File: src/lcvr_pkg.sv
// Package with offsets, field positions, reset values and codes for the global register slice.
package lcvr_pkg;
    localparam logic [7:0] LCVR_OFF_E7 = 8'he7;
    localparam logic [7:0] LCVR_OFF_COUNT = 8'he8;
    localparam logic [7:0] LCVR_OFF_REFERENCE_FREQ_CODE = 8'he9;
    localparam logic [7:0] LCVR_OFF_IRQ = 8'hea;
    localparam logic [7:0] LCVR_OFF_CHSEL = 8'he5;
    localparam logic [7:0] LCVR_OFF_CTRL = 8'he6;
    localparam int LCVR_CTRL_ALLUPD_BIT = 3;
    localparam int LCVR_CTRL_BYTE_BIT = 2;
    localparam int LCVR_CTRL_CHUPD_BIT = 1;
    localparam int LCVR_CLK_FILL_BIT = 4;
    localparam int LCVR_IRQ_LO_CH = 4;
    localparam logic [7:0] LCVR_RESET_BYTE = 8'h00;
    localparam logic [3:0] LCVR_CHSEL_NONE = 4'h0;
    localparam logic [3:0] LCVR_CHSEL_NONE_HI = 4'hf;
    localparam logic [15:0] LCVR_COUNT_RESET = 16'h0000;
    typedef enum logic [2:0] {
        LCVR_REF_2048,
        LCVR_REF_1544,
        LCVR_REF_4096,
        LCVR_REF_3088,
        LCVR_REF_8192,
        LCVR_REF_6176,
        LCVR_REF_16384
    } lcvr_ref_e;
endpackage : lcvr_pkg

File: src/lcvr_global_regs.sv
// Global register slice: counter readout, clock select, channel interrupt status.
`timescale 1ns/1ns
module lcvr_global_regs
    import lcvr_pkg::*;
#(
    parameter int NUM_CH = 14,
    parameter int IRQ_CH = 4
) (
    input wire logic ref_clk_i,
    input wire logic rst_n_i,
    input wire logic [7:0] addr_i,
    input wire logic wr_i,
    input wire logic rd_i,
    input wire logic [7:0] wdata_i,
    output logic [7:0] rdata_o,
    input wire logic [3:0] count_channel_choice_i,
    input wire logic [7:0] count_ctrl_i,
    input wire logic [NUM_CH*16-1:0] line_code_violation_i,
    input wire logic [IRQ_CH-1:0] channel_irq_event_i,
    input wire logic transmit_clock_present_i,
    input wire logic tx_data_i,
    output logic line_driver_data_o,
    output logic [3:0] reference_freq_code_o,
    output lcvr_ref_e ref_freq_o,
    output logic pll_retune_o
);
    // Reset is released through two flops so that every register leaves reset on one edge.
    // Only the second flop is read elsewhere; the first may still be settling.
    logic rst_meta_reg;
    logic rst_sync_reg;
    always_ff @(posedge ref_clk_i or negedge rst_n_i) begin
        if (!rst_n_i) begin
            rst_meta_reg <= 1'b0;
            rst_sync_reg <= 1'b0;
        end else begin
            rst_meta_reg <= 1'b1;
            rst_sync_reg <= rst_meta_reg;
        end
    end

    function automatic logic chan_valid(input logic [3:0] code);
        chan_valid = (code != LCVR_CHSEL_NONE) && (code != LCVR_CHSEL_NONE_HI)
            && ({28'h0, code} <= NUM_CH);
    endfunction : chan_valid

    logic [7:0] clk_sel_reg, clk_sel_next;
    logic [IRQ_CH-1:0] irq_reg, irq_next;
    logic [15:0] hold_reg [NUM_CH];
    logic [15:0] hold_next [NUM_CH];
    logic [7:0] rdata_reg, rdata_next;
    logic retune_reg, retune_next;
    logic prev_ch_upd_reg, prev_all_upd_reg;
    logic ch_upd_rise, all_upd_rise;
    logic [3:0] ch_idx;

    assign ch_upd_rise = count_ctrl_i[LCVR_CTRL_CHUPD_BIT] && !prev_ch_upd_reg;
    assign all_upd_rise = count_ctrl_i[LCVR_CTRL_ALLUPD_BIT] && !prev_all_upd_reg;
    assign ch_idx = count_channel_choice_i - 4'h1;

    always_comb begin
        clk_sel_next = clk_sel_reg;
        retune_next = 1'b0;
        irq_next = irq_reg | channel_irq_event_i;
        rdata_next = rdata_reg;
        for (int i = 0; i < NUM_CH; i++) begin
            hold_next[i] = hold_reg[i];
            if (all_upd_rise || (ch_upd_rise && chan_valid(count_channel_choice_i)
                && ch_idx == i[3:0])) begin
                hold_next[i] = line_code_violation_i[i*16 +: 16];
            end
        end
        if (wr_i && addr_i == LCVR_OFF_REFERENCE_FREQ_CODE) begin
            // Reserved bits stay zero; the host keeps each write to one sub-field.
            clk_sel_next = {3'h0, wdata_i[4:0]};
            retune_next = (wdata_i[3:0] != clk_sel_reg[3:0]);
        end
        if (rd_i) begin
            case (addr_i)
                LCVR_OFF_E7: rdata_next = LCVR_RESET_BYTE;
                LCVR_OFF_COUNT: begin
                    if (!chan_valid(count_channel_choice_i)) begin
                        rdata_next = LCVR_RESET_BYTE;
                    end else if (count_ctrl_i[LCVR_CTRL_BYTE_BIT]) begin
                        rdata_next = hold_reg[ch_idx][15:8];
                    end else begin
                        rdata_next = hold_reg[ch_idx][7:0];
                    end
                end
                LCVR_OFF_REFERENCE_FREQ_CODE: rdata_next = clk_sel_reg;
                LCVR_OFF_IRQ: begin
                    rdata_next = {irq_reg, {LCVR_IRQ_LO_CH{1'b0}}};
                    // A new event in the read cycle survives the clear.
                    irq_next = channel_irq_event_i;
                end
                default: rdata_next = LCVR_RESET_BYTE;
            endcase
        end
    end

    always_ff @(posedge ref_clk_i or negedge rst_sync_reg) begin
        if (!rst_sync_reg) begin
            clk_sel_reg <= LCVR_RESET_BYTE;
            irq_reg <= '0;
            rdata_reg <= LCVR_RESET_BYTE;
            retune_reg <= 1'b0;
            prev_ch_upd_reg <= 1'b0;
            prev_all_upd_reg <= 1'b0;
            for (int i = 0; i < NUM_CH; i++) begin
                hold_reg[i] <= LCVR_COUNT_RESET;
            end
        end else begin
            clk_sel_reg <= clk_sel_next;
            irq_reg <= irq_next;
            rdata_reg <= rdata_next;
            retune_reg <= retune_next;
            prev_ch_upd_reg <= count_ctrl_i[LCVR_CTRL_CHUPD_BIT];
            prev_all_upd_reg <= count_ctrl_i[LCVR_CTRL_ALLUPD_BIT];
            for (int i = 0; i < NUM_CH; i++) begin
                hold_reg[i] <= hold_next[i];
            end
        end
    end

    always_comb begin
        case (clk_sel_reg[3:0])
            4'h0, 4'he: ref_freq_o = LCVR_REF_2048;
            4'h1, 4'hf: ref_freq_o = LCVR_REF_1544;
            4'h8: ref_freq_o = LCVR_REF_4096;
            4'h9: ref_freq_o = LCVR_REF_3088;
            4'ha: ref_freq_o = LCVR_REF_8192;
            4'hb: ref_freq_o = LCVR_REF_6176;
            4'hc: ref_freq_o = LCVR_REF_16384;
            default: ref_freq_o = LCVR_REF_2048;
        endcase
    end

    assign rdata_o = rdata_reg;
    assign reference_freq_code_o = clk_sel_reg[3:0];
    assign pll_retune_o = retune_reg;
    // Fill is chosen only while the transmit clock is absent.
    assign line_driver_data_o = transmit_clock_present_i ? tx_data_i
        : clk_sel_reg[LCVR_CLK_FILL_BIT];

    chk_fill_pattern: assert property (@(posedge ref_clk_i) disable iff (!rst_sync_reg)
        !transmit_clock_present_i |-> line_driver_data_o == clk_sel_reg[LCVR_CLK_FILL_BIT])
        else $error("fill pattern wrong");
    chk_reserved_read: assert property (@(posedge ref_clk_i) disable iff (!rst_sync_reg)
        rd_i && addr_i == LCVR_OFF_E7 |=> rdata_o == 8'h00)
        else $error("reserved register not zero");
    chk_none_channel: assert property (@(posedge ref_clk_i) disable iff (!rst_sync_reg)
        rd_i && addr_i == LCVR_OFF_COUNT && !chan_valid(count_channel_choice_i)
        |=> rdata_o == 8'h00)
        else $error("unselected channel readout not zero");
    chk_irq_clear: assert property (@(posedge ref_clk_i) disable iff (!rst_sync_reg)
        rd_i && addr_i == LCVR_OFF_IRQ |=> irq_reg == $past(channel_irq_event_i))
        else $error("status not cleared on read");
    chk_irq_sticky: assert property (@(posedge ref_clk_i) disable iff (!rst_sync_reg)
        channel_irq_event_i[0] |=> irq_reg[0])
        else $error("status event lost");
    chk_irq_lownib: assert property (@(posedge ref_clk_i) disable iff (!rst_sync_reg)
        rd_i && addr_i == LCVR_OFF_IRQ |=> rdata_o[3:0] == 4'h0 && rdata_o[7:4] == $past(irq_reg))
        else $error("status read wrong");
    chk_retune_pulse: assert property (@(posedge ref_clk_i) disable iff (!rst_sync_reg)
        wr_i && addr_i == LCVR_OFF_REFERENCE_FREQ_CODE && wdata_i[3:0] != reference_freq_code_o
        |=> pll_retune_o ##1 (!pll_retune_o || $past(wr_i && addr_i == LCVR_OFF_REFERENCE_FREQ_CODE)))
        else $error("retune pulse missing");
    chk_clk_write: assert property (@(posedge ref_clk_i) disable iff (!rst_sync_reg)
        wr_i && addr_i == LCVR_OFF_REFERENCE_FREQ_CODE |=> clk_sel_reg == {3'h0, $past(wdata_i[4:0])})
        else $error("clock select not stored");
    chk_all_latch: assert property (@(posedge ref_clk_i) disable iff (!rst_sync_reg)
        all_upd_rise |=> hold_reg[0] == $past(line_code_violation_i[15:0]))
        else $error("counter not latched");

    // Readout checks look at the holding copy, so a moving live counter never leaks out.
    chk_chan_latch: assert property (@(posedge ref_clk_i) disable iff (!rst_sync_reg)
        ch_upd_rise && chan_valid(count_channel_choice_i)
        |=> hold_reg[$past(ch_idx)] == $past(line_code_violation_i[ch_idx*16 +: 16]))
        else $error("selected counter not latched");
    chk_count_low: assert property (@(posedge ref_clk_i) disable iff (!rst_sync_reg)
        rd_i && addr_i == LCVR_OFF_COUNT && chan_valid(count_channel_choice_i)
        && !count_ctrl_i[LCVR_CTRL_BYTE_BIT] |=> rdata_o == $past(hold_reg[ch_idx][7:0]))
        else $error("counter low byte wrong");
    chk_count_high: assert property (@(posedge ref_clk_i) disable iff (!rst_sync_reg)
        rd_i && addr_i == LCVR_OFF_COUNT && chan_valid(count_channel_choice_i)
        && count_ctrl_i[LCVR_CTRL_BYTE_BIT] |=> rdata_o == $past(hold_reg[ch_idx][15:8]))
        else $error("counter high byte wrong");
    chk_retune_quiet: assert property (@(posedge ref_clk_i) disable iff (!rst_sync_reg)
        !(wr_i && addr_i == LCVR_OFF_REFERENCE_FREQ_CODE) |=> !pll_retune_o)
        else $error("retune pulse without write");
    chk_rdata_hold: assert property (@(posedge ref_clk_i) disable iff (!rst_sync_reg)
        !rd_i |=> $stable(rdata_o))
        else $error("read data moved without a read");
    chk_freq_top: assert property (@(posedge ref_clk_i) disable iff (!rst_sync_reg)
        reference_freq_code_o == 4'hc |-> ref_freq_o == LCVR_REF_16384)
        else $error("top reference frequency wrong");
    chk_clk_reserved: assert property (@(posedge ref_clk_i) disable iff (!rst_sync_reg)
        clk_sel_reg[7:5] == 3'h0)
        else $error("clock select reserved bits set");

    cov_count_read: cover property (@(posedge ref_clk_i) disable iff (!rst_sync_reg)
        rd_i && addr_i == LCVR_OFF_COUNT && chan_valid(count_channel_choice_i));
    cov_irq_read: cover property (@(posedge ref_clk_i) disable iff (!rst_sync_reg)
        rd_i && addr_i == LCVR_OFF_IRQ && irq_reg != '0);
    cov_retune: cover property (@(posedge ref_clk_i) disable iff (!rst_sync_reg) pll_retune_o);
    cov_set_wins: cover property (@(posedge ref_clk_i) disable iff (!rst_sync_reg)
        rd_i && addr_i == LCVR_OFF_IRQ && channel_irq_event_i != '0);
    cov_fill_ones: cover property (@(posedge ref_clk_i) disable iff (!rst_sync_reg)
        !transmit_clock_present_i && line_driver_data_o);
endmodule : lcvr_global_regs

File: config.mk
export PLATFORM = sky130hd
export DESIGN_NAME = lcvr_global_regs
export DESIGN_NICKNAME = d
export VERILOG_FILES = /design/src/lcvr_pkg.sv /design/src/lcvr_global_regs.sv
export SDC_FILE = /design/constraint.sdc
export NUM_CORES = 1
export LEC_CHECK = 0
export BUFFER_PORTS_ARGS = -buffer_cell sky130_fd_sc_hd__buf_2
export CORE_ASPECT_RATIO = 0.75
export CORE_MARGIN = 2
export CORE_UTILIZATION = 35
export DETAILED_ROUTE_END_ITERATION = 16
export PLACE_DENSITY = 0.55
export SLEW_MARGIN = 20
export SYNTH_ARGS = -nofsm -noshare
export SYNTH_HDL_FRONTEND = slang
export SYNTH_SLANG_ARGS = --single-unit
File: constraint.sdc
create_clock -name ref_clk_i -period 7.17 [get_ports ref_clk_i]
set_input_delay 0.717 -clock ref_clk_i [delete_from_list [all_inputs] [get_ports ref_clk_i]]
set_output_delay 0.717 -clock ref_clk_i [all_outputs]
set_load 0.02 [all_outputs]
; After elaboration in Yosys (flattened, before gate mapping)
; Memory sizes are Yosys's and may differ from the RTL's.
; Index checks and enable logic that the tools add are counted.
[word_totals]
n_memories = 1
register_bits = 246
out_inout_bits = 17
rom_bits = 48
in_bits = 262
word_cells = 94
[op_classes]
order_cmp = 2
muxes = 10
bitwise_logic = 2
eq_ne = 18
n_addsub = 1
n_reduce_logical = 38
[mem_list]
columns = name, depth, word_bits, rd, rd_ports_with_merged_regs, write_ports, line_no
row1 = (name not given), 16, 3, 1, 0, 0, lcvr_global_regs.sv:125  ; case (clk_sel_reg[3:0])
[ops]
columns = op, n
row1 = binary-select mux 16 bit (select 4 bit), 1
row2 = two-way mux 16 bit, 2
row3 = "== test 4 bit, second input constant", 6
row4 = "== test 8 bit, second input constant", 3
row5 = one-hot mux 8 bit (3 select lines), 1
row6 = logical AND 1 bit, 20
row7 = "== test 4 x 3 -> 1 bit, second input constant", 4
row8 = two-way mux 8 bit, 2
row9 = logical OR 1 bit, 14
row10 = "== test 4 x 2 -> 1 bit, second input constant", 2
row11 = two-way mux 4 bit, 2
row12 = "greater-or-equal comparator 5 bit, second input constant", 1
row13 = NOT 4 -> 5 bit, 1
row14 = "== test 4 x 1 -> 1 bit, second input constant", 1
row15 = "less-or-equal comparator 4 bit, second input constant", 1
row16 = zero test 4 bit, 1
row17 = != test 4 bit, 1
row18 = "!= test 4 bit, second input constant", 1
row19 = bitwise OR 4 bit, 1
row20 = nonzero test 4 bit, 1
row21 = "subtractor 4 x 1 -> 4 bit, second input constant", 1
row22 = zero test 1 bit, 2
row23 = two-way mux 1 bit, 2

; Logic depth before layout (Yosys ltp)
; Gate-level depths: netlist of run 1.
[depth]
word_depth = 8
depth_mapped = 13
depth_no_buf = 7

; Least setup slack after synthesis of run 1
; Ideal clock, no wire load.
[synth_path]
path_type = input -> register
startpoint = in count_channel_choice_i[0]
endpoint = reg hold_reg[133] (netlist name)
arrival_time_ns = 3.412
path_buffers = 6
setup_slack_ns = 3.633
stages = 12
cell_sequence = buf_6 buf_2 buf_2 inv_1 ha_1 clkbuf_1 nor3b_1 or4_1 buf_4 o21ai_4 buf_8 mux2_4
[synth_via]
elab_chain_cells = 6
elab_cells_between_ends = 10
[synth_rtl]
columns = item, line_no
row1 = from (decl), lcvr_global_regs.sv:16  ; input wire logic [3:0] count_channel_choice_i,
row2 = branches (longest 4 deep; another with subtractor 4 x 1 -> 4 bit), -
row3 = logical AND 1 bit (*), lcvr_global_regs.sv:68  ; && ch_idx == i[3:0])) begin
row4 = logical OR 1 bit (*), lcvr_global_regs.sv:67  ; if (all_upd_rise || (ch_upd_rise && chan_valid(count_channel_choice_i)
row5 = "to (signal, indexed assignment)", lcvr_global_regs.sv:119  ; hold_reg[i] <= hold_next[i];
row6 = to (decl), lcvr_global_regs.sv:48  ; logic [15:0] hold_reg [NUM_CH];
; Every way passes the cells marked *.
; A chain may end at the register's enable or synchronous reset.

; Final worst setup path of run 1
[layout_path]
startpoint = in count_channel_choice_i[0]
endpoint = reg hold_reg[97] (netlist name)
; Same word-level chain as after synthesis.

==> results, run 1 <==
- The total of max-cap violations is 0.
- The count of port buffers added during placement is 270.
- The final-report hold violation count was 0.
- Counting flops with a built-in enable in the synthesized netlist gives 0.
- During I/O placement, the number of pins put on the boundary was between 200 and 300.
- The initial standard-cell utilization of the core is 35.3%.
- The final count of pins violating max slew was 0.
- The area share of xor/xnor cells in the synthesized design is 0.447%.
- Relative to the synthesized area, the layout overhead comes to 22.7%.
- The smallest clock period supported by the final layout is computed as 3.87 ns.
- Before antenna repair, the detailed router went through 5 iterations.
- Setup violations remaining at the end of the flow were counted as 0.
- Synthesis handed over a netlist of just under 800 instances.
- The average instance in the mapped netlist occupies ~15 um2.
- The deepest clock path buffer count is 3.
- In this run the number of H-tree levels came out at 1.
- The largest vdd supply drop is approximately 0.18 mV.
- The actual transition at the worst max-transition pin is about 1.1 ns.
- Along the worst path, the maximum fanout reaches 33.
- The number of nets in the synthesized netlist is between 1000 and 1500.
- The layout filler cell count is about 3100.
- Entering global routing, the biggest net connects ~120 pins.
- Once routing completed, OpenROAD measured the worst setup slack at about 3.3 ns.
- The post-synthesis register bit count is 246.
- Measured on the finished design, the core utilization comes to a little over two fifths.
- The flow ran to the end, and the final reports show no timing, DRC or antenna violations.
- The type of origin of the critical path is an input pin.
- The DRC violation count after routing is 0.
- The average detailed-routed wire length per instance is roughly 22 um.
- The number of vias per cell after detailed routing is about 5.0.
- The critical path data required time is roughly 7.6 ns.
- The area of the mapped netlist is 0.0117 mm2.
- Detailed placement ended at an HPWL of approximately 24 mm.
- The count of cell types in the netlist is 59.
- Summing the areas of all compound-gate instances in the mapped netlist gives about 5.3% of the synthesized area.
- Of the total synthesized cell area, the portion taken by AND, OR, NAND and NOR gates is around 4.3%.
- The fmax is 0.259 GHz.
- The worst setup path is of the in -> reg kind.
- Summed over all layers, the global routing overflow is 0.
- Of the cells placed in the final design, the portion with a size suffix greater than 1 is between 50% and 60%.
- The relative slew slack is slightly below 30%.
- The core region area is 0.0333 mm2.
- The part of the Yosys area used for sequential elements is between 50% and 60%.
- The path class of the tightest hold or removal check is reg -> async.
- The global-route total usage across every layer is around 19%.
- Dividing the final minimum period by the clock period gives between 50% and 60%.
- The die boundary width is about 220 um.
- The source of the worst register-to-register timing path is prev_ch_upd_reg.
- In the final design database the tool counted ~1300 nets.
- The number of antenna violations at the first check in global routing is 12.
- The clock tree from TritonCTS is done.
- The number of buffers added by the clock tree synthesis step is 26.
- The first global-routing pass estimated 50.3 mm of wire.
- The total length of routed wires is ~33 mm.
- The number of global-route vias before repair was about 8000.
- The most used flip-flop cell after synthesis is dfrtp_1.
- In the synthesized netlist the async set-or-reset flop fraction comes to between 90% and 100%.
- The floorplan step set the die height to roughly 160 um.
- The initialized floorplan defines 58 standard-cell rows.
- Multiplexer cells account for about a third of the synthesized area.
- At the later pin of the worst-skew pair, clock insertion delay measures about 0.54 ns.
- The tree is rooted in a clkbuf_16.
- During synthesis, Yosys emitted a total of 0 warnings.
- The post-detailed-route count of antenna-violating nets is 0.
- The die covers between 0.03 and 0.04 mm2.
- The final route contains roughly 7600 vias.
- The violation count after the first detailed-route iteration is 349.
- The adder-cell share of the synthesized area is less than 1%.
- The clock arrives with roughly 0.013 ns of skew.
- Setup repair after global routing left no endpoint under its margin.
- The power density of the placed cells is about 260 mW/mm2.
- The clock-pin slew on the worst setup and hold paths is approximately 0.060 ns.
- The placer's final routability congestion estimate is around 0.76.
- In this run the worst setup path begins at count_channel_choice_i[0].
- The register with the most flip-flops in the layout has 224 of them.
- The accumulated negative setup slack is 0 ns.
- The worst setup path is captured at a register.
- The register-to-register setup slack is approximately 4.4 ns.
- For the worst setup path, the data arrival time is between 4 and 5 ns.
- CTS saw about 250 sinks.
- After synthesis, the largest family of logic cells by area is multiplexers.
- For this design the static power due to leakage is approximately 0.0064 uW.
- The minimum setup slack after placement is around 2.7 ns.
## power by group
group / internal, uW / switching [uW] / total (uW)
combinational: 386 / 311 / 698
sequential: 1590 / 103 / 1690
clock: 785 / 560 / 1350
## critical path, stage by stage
cell and delay, ns:
buf_4 0.43, inv_1 0.21, ha_1 0.41, xnor2_2 0.35
buf_4 0.28, or4_1 0.68, o21ai_4 0.74, mux2_2 0.41
## placed cells by master, fill, tap and decap left out, types with 4 or more instances in the layout
cell / synthesis / layout
a211oi_1: 4 / 4
a21o_1: 4 / 4
a21oi_1: 6 / 6
a22oi_1: 7 / 7
a31oi_1: 6 / 6
a31oi_2: 4 / 4
a41oi_1: 4 / 4
and3_1: 6 / 6
buf_2: 17 / 269
buf_4: 5 / 9
clkbuf_1: 19 / 7
clkbuf_16: 0 / 27
clkbuf_8: 0 / 6
clkinv_2: 0 / 4
dfrtp_1: 246 / 245
diode_2: 0 / 8
ha_1: 6 / 5
inv_1: 4 / 4
mux2_1: 4 / 4
mux2_2: 196 / 196
mux2_4: 40 / 40
mux2i_1: 9 / 9
mux4_2: 48 / 48
nand2_1: 39 / 39
nand2b_1: 4 / 4
nand3_1: 17 / 17
nor2_1: 11 / 11
o21ai_0: 13 / 13
o21ai_4: 4 / 5
xnor2_1: 5 / 4
## cell type report
type                            instances  area, um2  share of cell area [%]
Clock buffer                           40        785                    5.44
Tap cell                              450        563                    3.91
Timing Repair Buffer                  281       1470                    10.2
Inverter                                6       22.5                   0.156
Antenna cell                            8       20.0                   0.139
Sequential cell                       246       6160                    42.7
Multi-Input combinational cell        484       5330                    37.0
Clock inverter                          6       58.8                   0.408
## path summary, 6_finish.rpt
| kind | end | depth (start not counted) |
|---|---|---|
| min | hold_reg[161] | 0 |
| max | hold_reg[97] | 8 |
| max in group asynchronous | hold_reg[22] | 2 |
| max reg2reg | hold_reg[25] | 4 |
| min reg2reg | hold_reg[161] | 0 |
| min in group ref_clk_i | prev_ch_upd_reg | 1 |
## repair_timing
item / in CTS / in global routing
endpoints found under the hold margin: 2 / 0
endpoints found under the setup margin: 0 / 0
hold buffers: 1 / 0
setup buffers: 0 / 0
resized for setup: 0 / 0
## logic make-up after synthesis
kind of cell	Yosys count
and+or+nand+nor	98
DFF	246
muxes	297
AOI/OAI and AO/OA	76
xor gates and xnor gates	6
buffers and inverters	56
other	1
adders and majority gates	6
## cells in the mapped netlist, types with 3 or more instances
library cell  instances  area, um2
nand2_1              39        146
o21ai_4               4       65.1
o31ai_1               3       22.5
buf_2                17       85.1
clkbuf_1             19       71.3
inv_1                 4       15.0
nor3_1                3       15.0
mux2i_1               9       90.1
nand3_1              17       85.1
o21ai_0              13       65.1
buf_4                 5       37.5
mux2_1                4       45.0
a211oi_1              4       30.0
o21ai_2               4       35.0
a22oi_1               7       52.6
and3_1                6       37.5
ha_1                  6       75.1
nor2_1               11       41.3
a41oi_1               4       35.0
mux4_2               48       1080
xnor2_1               5       43.8
a221oi_1              3       26.3
nor2b_1               3       18.8
mux2_4               40        601
a21o_1                4       30.0
a31oi_1               6       37.5
a21oi_1               6       30.0
nand2b_1              4       25.0
buf_8                 4       60.1
mux2_2              196       2210
o211ai_1              3       22.5
a31oi_2               4       50.1
dfrtp_1             246       6160
buf_1                 3       11.3
## metal layers
| layer | vias to the layer above | global-route usage (%) | part of all wire (%) |
|---|---|---|---|
| li1 | 3459 | - | - |
| met2 | 198 | 28.3 | 43 |
| met1 | 3882 | 28.7 | 49 |
| met3 | 39 | 5.23 | 6.3 |
| met5 | - | 0 | 0.16 |
| met4 | 8 | 3.07 | 1.3 |
## through the flow
| step | instances | power [uW] | hold slack [ns] | instance area, um2 |
|---|---|---|---|---|
| after global placement | 1465 | 2410 | 0.336 | 13500 |
| final | 1521 | 3740 | 0.229 | 14400 |
| after CTS | 1512 | 3790 | 0.275 | 14300 |
| after detailed placement | 1465 | 2420 | 0.343 | 13500 |
| after floorplan | 786 | 2160 | 0.331 | 11700 |
| after global routing | 1515 | 3920 | 0.262 | 14400 |
Power figures use the tool's default switching activity.
==> inputs of run 2 (changes only) <==
Settings changed: PLACE_DENSITY 0.55 to 0.53.
Clock period 7.17 ns to 3.8 ns, I/O delays scaled along.
==> run 2 against run 1 <==
Highest routed layer unchanged. Via count up 2.0%. Combinational power rose by 91%. Critical path depth is the same. Hold slack lost 0.20 ns. Sequential power up 89%. Routed wire length increased by 1.7%. Clock-buffer cell count did not move. Non-clock buffer count is 19 higher. Register-to-register slack worse by 2.9 ns. Largest cell class unchanged. Critical path type unchanged. Die area unchanged. First-iteration DRC count increased by 22%. Cell count up 1.2%.
==> results, run 2 (synthesis gave the netlist of run 1 again) <==
- The flow ran to the end, and the final reports show no timing, DRC or antenna violations.
- The worst reg-to-reg path cell count was 5 (+1).
- The count of final setup violators is 0 (unchanged).
- The initial standard-cell utilization of the core was 35.3% (unchanged).
- The clock-pin slew on the worst setup and hold paths is 0.06 ns (about the same).
- The critical path start-end classification is in -> reg.
- The pin count of the biggest net entering global routing was 120 (-0.83%).
- The critical path data required time was 4.22 ns (-3.37 ns).
- Setup repair after global routing left no endpoint under its margin.
- The source-to-sink clock delay at the later pin of the worst-skew pair is 0.54 ns (about the same).
- The routed design could run at a clock period as short as 2.55 ns.
- The accumulated negative setup slack came to 0 ns (unchanged).
- The number of top-level pins is 279 (unchanged).
- The hold-fix buffer count after cts is 3 (+2).
- The violation count after the first detailed-route iteration was 425 (+22%).
- The final count of pins violating max slew was 0 (unchanged).
- The static leakage is 0.00647 uW (+1.9%).
- The number of buffers inserted by post-CTS setup repair is 0 (unchanged).
- The clock tree from TritonCTS is done.
- The worst hold path was traced through 2 stages.
- The die outline area is 0.0351 mm2 (unchanged).
- The worst register-to-register path begins at prev_ch_upd_reg.
- The average detailed-routed wire length per instance is 22.1 um (+0.42%).
- The final total power was 7260 uW (+94%).
- The leftover overflow at the end of global routing is 0 (unchanged).
- The y dimension of the die was 163 um (unchanged).
- The number of vias per cell after detailed routing is 5.02 (+0.72%).
- The placer's final routability congestion estimate is 0.796 (+4.2%).
- The worst hold path terminates at irq_reg[3].
- The leading cell type in the layout, fill and taps excluded is buf_2.
- The DRC violation count after routing is 0 (unchanged).
- For this run, the top clock speed supported by timing is between 0.3 and 0.4 GHz.
- The core region area is 0.0333 mm2 (unchanged).
- The slowest stage of the critical path is the or4_1 cell.
- The top cell types in the final layout, fill and taps aside, are 269 x buf_2, 245 x dfrtp_1, 196 x mux2_2.
- The number of buffers added by the clock tree synthesis step was 26 (unchanged).
- The final worst setup slack is 1.25 ns (-2.05 ns).
- The die boundary width is 216 um (unchanged).
- The power density of the placed cells is 497 mW/mm2 (+92%).
- The number of flip-flops in the largest register came to 224 (unchanged).
- The actual transition at the worst max-transition pin is 0.879 ns (-0.188 ns).
- The critical path arrival was 2.97 ns (-1.31 ns).
- The total via count after detailed routing is 7736 (+2.0%).
- The instance area at placement is 0.0136 mm2 (+1.1%).
- The first-pass GRT wire length is 51.1 mm (+1.5%).
- The final layout net count is 1332 (+1.4%).
- The number of global-route vias before repair was 8114 (+1.9%).
- The deepest clock path buffer count is 3 (unchanged).
- Dividing the final minimum period by the clock period gives between 60% and 70%.
- The count of port buffers added during placement was 270 (unchanged).
- The buffer cell driving the clock tree root is clkbuf_16.
- The largest stage delay on the critical path is 0.75 ns (about the same).
- The signal on the critical path passes through buf_2, inv_1, ha_1, nor3b_1, or4_1, o21ai_4, buf_4, mux2_2.
- The relative slew slack is 41.4% (+13 points).
- The post-placement cell count is 1483 (+1.2%).
- The setup skew after layout was 0.00879 ns (-0.00428 ns).
- The kind of end point of the critical path is a register.
- The post-detailed-route count of antenna-violating nets is 0 (unchanged).
- The final non-filler cell total was 1540 (+1.2%).
- The top fanout value on the critical path is 16 (-52%).
- The total of max-cap violations is 0 (unchanged).
- The first-pass detailed-route iteration total is 5 (unchanged).
- The detailed-placement wirelength estimate is 24.9 mm (+2.4%).
- The post-cts repair resize count is 0 (unchanged).
- The number of levels the H-tree was split into was 1 (unchanged).
- From synthesis to final layout, the design area changed by 24.3%.
- The final design instance area without fill is 0.0146 mm2 (+1.3%).
- The number of antenna violations at the first check in global routing is 14 (+2).
- The final-report hold violation count is 0 (unchanged).
- The largest vdd supply drop is 0.269 mV (+46%).
- The type of origin of the critical path is an input pin.
- The minimum setup slack after placement is 0.708 ns (-2.03 ns).
- The path class of the tightest hold or removal check is in -> reg.
- The clock sink count is 246 (unchanged).
- The layout filler cell count came to 3099 (+0.23%).
- The register-to-register setup slack came to 1.49 ns (-2.91 ns).
- The endpoint of the lowest-slack register-to-register path is hold_reg[23].
- The ratio of cells with drive above 1 in the final layout was 59.4% (+0.44 points).
- The number of placement rows came to 58 (unchanged).
- The launch instance of the worst min-delay path is channel_irq_event_i[3].
- The global-route total usage across every layer is 19.6% (+0.44 points).
- The total length of routed wires was 34.0 mm (+1.7%).
## run 2: final cells by class
class | instances | area (um2) | area share [%]
Sequential cell | 246 | 6160 | 42.2
Multi-Input combinational cell | 484 | 5310 | 36.4
Timing Repair Buffer | 300 | 1610 | 11.0
Clock buffer | 40 | 785 | 5.37
Tap cell | 450 | 563 | 3.86
Clock inverter | 6 | 130 | 0.891
Inverter | 6 | 22.5 | 0.154
Antenna cell | 8 | 20.0 | 0.137
## run 2: worst max-delay path by stage
stage,start,to,slack (ns),cells past startpoint
3_3_place_gp,count_channel_choice_i[0],hold_reg[101],0.72,9
4_1_cts,count_channel_choice_i[1],hold_reg[101],1.28,8
5_1_grt,count_channel_choice_i[0],hold_reg[101],1.17,9
3_5_place_dp,count_channel_choice_i[1],hold_reg[98],0.71,8
2_1_floorplan,count_channel_choice_i[0],hold_reg[149],0.60,12
6_report,count_channel_choice_i[1],hold_reg[101],1.25,8
## run 2: layer usage
layer | vias to the layer above | wire length [um] | track usage [%]
met2 | 200 | 14500 | 28.8
li1 | 3503 | - | -
met5 | - | 45 | 0
met3 | 49 | 2150 | 5.45
met4 | 8 | 552 | 3.51
met1 | 3976 | 16700 | 29.3
## run 2: worst max-delay path: cells and delay by family
kind	cells	cell delay, ns
buffers and inverters	3	0.66
muxes	1	0.38
adders and majority gates	1	0.34
AOI/OAI and AO/OA	1	0.20
and+or+nand+nor	2	1.00
## run 2: power breakdown
| group | total (uW) | switching (uW) | internal, uW |
|---|---|---|---|
| Clock | 2730 | 1050 | 1680 |
| Combinational | 1330 | 593 | 738 |
| Sequential | 3200 | 198 | 3000 |
| Total | 7260 | 1840 | 5420 |
## run 2: per-stage QoR
step           util, %  hold WS (ns)
3_3_place_gp      40.9         0.165
4_1_cts           43.8       0.00142
3_5_place_dp      40.9         0.167
5_1_grt           43.8        0.0170
6_report          43.8        0.0291
2_1_floorplan        -        0.0844
==> inputs of run 3 (changes only) <==
Settings changed: ABC_AREA set to 1.
Clock period 3.8 ns to 2.67 ns, I/O delays scaled along.
==> run 3 against run 2 <==
Sequential share of layout area down 7.8 points. Non-clock buffer count up 256. Cell area up 23%. Clock skew up 0.022 ns. Combinational power up 65%. Critical endpoint is now ref_freq_o[2]. Cell count up 74%. Critical path type is now reg -> out.
==> results, run 3 <==
- The static leakage is 0.00940 uW (+45%).
- The number of warning messages in the yosys log is 0 (unchanged).
- The accumulated negative setup slack is 0 ns (unchanged).
- The mean post-synth cell area is 7.21 um2 (-52%).
- The number of antenna violations at the first check in global routing is 1 (-13).
- The setup skew after layout was 0.0305 ns (+0.0217 ns).
- The total length of routed wires is 45.2 mm (+33%).
- The pin count of the biggest net entering global routing is 114 (-5.0%).
- The final critical-path required period is about 1.9 ns.
- The final count of pins violating max slew came to 0 (unchanged).
- The number of buffers inserted by post-CTS setup repair came to 0 (unchanged).
- Sorting the synthesized cells by how often they occur yields 791 x nand2_1, 246 x dfrtp_1, 231 x nand3_1.
- The leading cell type in the layout, fill and taps excluded is nand2_1.
- The register-to-register setup slack is 1.01 ns (-0.48 ns).
- The count of final setup violators came to 0 (unchanged).
- The power density of the placed cells came to 605 mW/mm2 (+22%).
- The critical path arrival was 1.63 ns (-1.34 ns).
- The share of the synthesized area in the top cell type is 49.7% (-2.7 points).
- The total via count after detailed routing is 12800 (+65%).
- The clock sink count is 246 (unchanged).
- The first-pass detailed-route iteration total is 6 (+1).
- The core region area came to 0.0348 mm2 (+4.4%).
- The DRC violation count after routing is 0 (unchanged).
- The first-pass GRT wire length is 71.1 mm (+39%).
- The critical path start-end classification is reg -> out.
- The final non-filler cell total is 2683 (+74%).
- The relative slew slack is 48.3% (+6.9 points).
- The number of levels the H-tree was split into is 1 (unchanged).
- The type of origin of the critical path is a register.
- The worst hold path begins at rd_i.
- The hold-fix buffer count after cts is 238 (+235).
- The count of port buffers added during placement is 270 (unchanged).
- The initial standard-cell utilization of the core was 35.6% (+0.37 points).
- The die outline area is 0.0369 mm2 (+5.4%).
- The post-detailed-route count of antenna-violating nets came to 0 (unchanged).
- In the post-synthesis netlist, the biggest area contributors are dfrtp_1 50%, nand2_1 24%, nand3_1 9.3%, o21ai_0 5.2%, inv_1 4.3%.
- The placer's final routability congestion estimate was 0.855 (+7.4%).
- The buffer cell driving the clock tree root is clkbuf_16.
- The violation count after the first detailed-route iteration is 1106 (+160%).
- The global-route total usage across every layer is 24.4% (+4.8 points).
- Leaving out fill and tap cells, the most frequent cells in the layout are 790 x nand2_1, 269 x buf_2, 245 x dfrtp_1.
- The area of the mapped netlist was 0.0124 mm2 (+5.5%).
- The count of flip-flops with a built-in enable after synthesis came to 0 (unchanged).
- The worst hold path depth is 3 (+1).
- The total of max-cap violations is 0 (unchanged).
- Relative to the synthesized area, the layout overhead comes to 44.6%.
- The number of buffers added by the clock tree synthesis step is 27 (+3.8%).
- The worst reg-to-reg path cell count came to 5 (unchanged).
- The deepest clock path buffer count is 3 (unchanged).
- The clock-pin slew on the worst setup and hold paths is 0.07 ns (about the same).
- The post-placement cell count is 2395 (+61%).
- The proportion of synthesized flip-flops having asynchronous set or reset is 100% (unchanged).
- The most used flip-flop cell after synthesis is dfrtp_1.
- The die boundary width is 221 um (+2.7%).
- The average detailed-routed wire length per instance is 16.9 um (-24%).
- The ratio of cells with drive above 1 in the final layout is 17.6% (-42 points).
- The min-delay analysis places its worst path in the category in -> reg.
- The count of cell types in the netlist is 32 (-46%).
- The endpoint of the lowest-slack register-to-register path is hold_reg[154].
- STA classifies the critical path endpoint as an output pin.
- Setup repair after global routing left no endpoint under its margin.
- The number of top-level pins is 279 (unchanged).
- The number of global-route vias before repair is 12700 (+57%).
- The largest vdd supply drop is 0.425 mV (+58%).
- The leftover overflow at the end of global routing is 0 (unchanged).
- The number of flip-flops in the largest register was 224 (unchanged).
- The cell count after synthesis is 1719 (+120%).
- The number of nets in the synthesized netlist is 1987 (+89%).
- The y dimension of the die is 167 um (+2.6%).
- The part of the Yosys area used for sequential elements is 49.7% (-2.7 points).
- The final-report hold violation count is 0 (unchanged).
- The number of placement rows is 59 (+1.7%).
- The final layout net count is 2473 (+86%).
- The flow ran to the end, and the final reports show no timing, DRC or antenna violations.
- The actual transition at the worst max-transition pin is 0.776 ns (-0.103 ns).
- The terminating pin of the worst hold path is rdata_o[0].
- The source of the worst register-to-register timing path is prev_all_upd_reg.
- The source-to-sink clock delay at the later pin of the worst-skew pair was 0.58 ns (+0.04 ns).
- The top fanout value on the critical path came to 8 (-8).
- The critical path data required time is 2.40 ns (-1.82 ns).
- Summed over all instances, the cell type with the most area after synthesis is dfrtp_1.
- The post-synthesis register bit count is 246 (unchanged).
- The share of the clock period used by the worst path is 71.2%.
- The most repeated cell in the gate-level netlist after synthesis is nand2_1.
- The detailed-placement wirelength estimate is 30.5 mm (+23%).
- The post-cts repair resize count is 0 (unchanged).
- The number of vias per cell after detailed routing is 4.76 (-5.2%).
- The fmax is about 0.53 GHz.
- The clock tree from TritonCTS is done.
[run 3: cell types whose count changed in the layout (fill, tap and decap cells not counted), moves of 18 or more]
cell | previous run | this run
dlygate4sd3_1 | 3 | 238
mux2_4 | 40 | 0
nand2_1 | 39 | 790
mux2_2 | 196 | 1
mux4_2 | 48 | 0
nand3_1 | 17 | 231
o21ai_0 | 13 | 129
inv_1 | 4 | 141
buf_12 | 2 | 20
[run 3: stage by stage]
| step | total power, uW | worst slack (ns) | util (%) | instance area, um2 | hold WS [ns] |
|---|---|---|---|---|---|
| 2_1_floorplan | 5610 | 0.194 | - | 12400 | -0.0286 |
| 3_3_place_gp | 6420 | 0.281 | 41.8 | 14500 | 0.0532 |
| 3_5_place_dp | 6440 | 0.285 | 41.8 | 14500 | 0.0542 |
| 4_1_cts | 10900 | 0.741 | 51.5 | 17900 | 0.00237 |
| 5_1_grt | 11400 | 0.584 | 51.5 | 17900 | 0.0157 |
| 6_report | 10800 | 0.768 | 51.5 | 17900 | 0.0128 |
[run 3: how the worst max path moves through the flow]
| stage | from | slack [ns] | to | depth (start not counted) |
|---|---|---|---|---|
| floorplan | rst_sync_reg | 0.19 | clk_sel_reg[0] | 0 |
| global placement | count_channel_choice_i[0] | 0.28 | rdata_o[4] | 16 |
| detailed placement | count_channel_choice_i[0] | 0.29 | rdata_o[0] | 16 |
| CTS | clk_sel_reg[1] | 0.74 | ref_freq_o[2] | 4 |
| global route | clk_sel_reg[1] | 0.58 | ref_freq_o[2] | 4 |
| finish | clk_sel_reg[1] | 0.77 | ref_freq_o[2] | 4 |
[run 3: kinds of logic after synthesis]
family          count (synthesis)  share of synthesized area (%)
mux                             1                         0.0909
buf+inv                       245                           7.78
fa+ha+maj                       6                          0.606
compound gates                156                           6.58
flops                         246                           49.7
simple gates                 1060                           34.9
other cells                     1                         0.0303
xor+xnor                        4                          0.343
[run 3: metal layers]
metal / vias to the layer above / track usage [%] / wire length [um]
met2: 375 / 38.7 / 20400
met5: - / 0 / 0
met4: 0 / 5.34 / 1020
met3: 51 / 3.67 / 2740
li1: 6329 / - / -
met1: 6017 / 35.4 / 21000
[run 3: cell type report]
cell class | count | area (um2)
multi-input cells | 1228 | 5300
inverters | 146 | 549
clock buffers | 34 | 762
fillers | 3401 | 16900
well taps | 457 | 572
flip-flops and latches | 246 | 6160
diodes | 1 | 2.50
repair buffers | 556 | 4350
clock inverters | 15 | 226
[run 3: critical path, stage by stage, from the launching register on]
cell	delay (ns)
dfrtp_1	0.47
inv_1	0.11
nand2_1	0.06
a211oi_1	0.23
buf_2	0.21
[run 3: power by group]
group          leakage [uW]  total (uW)  switching [uW]  internal, uW
Combinational       0.00589        2200            1260           940
Sequential          0.00303        4450             247          4200
Clock              0.000482        4190            1670          2510
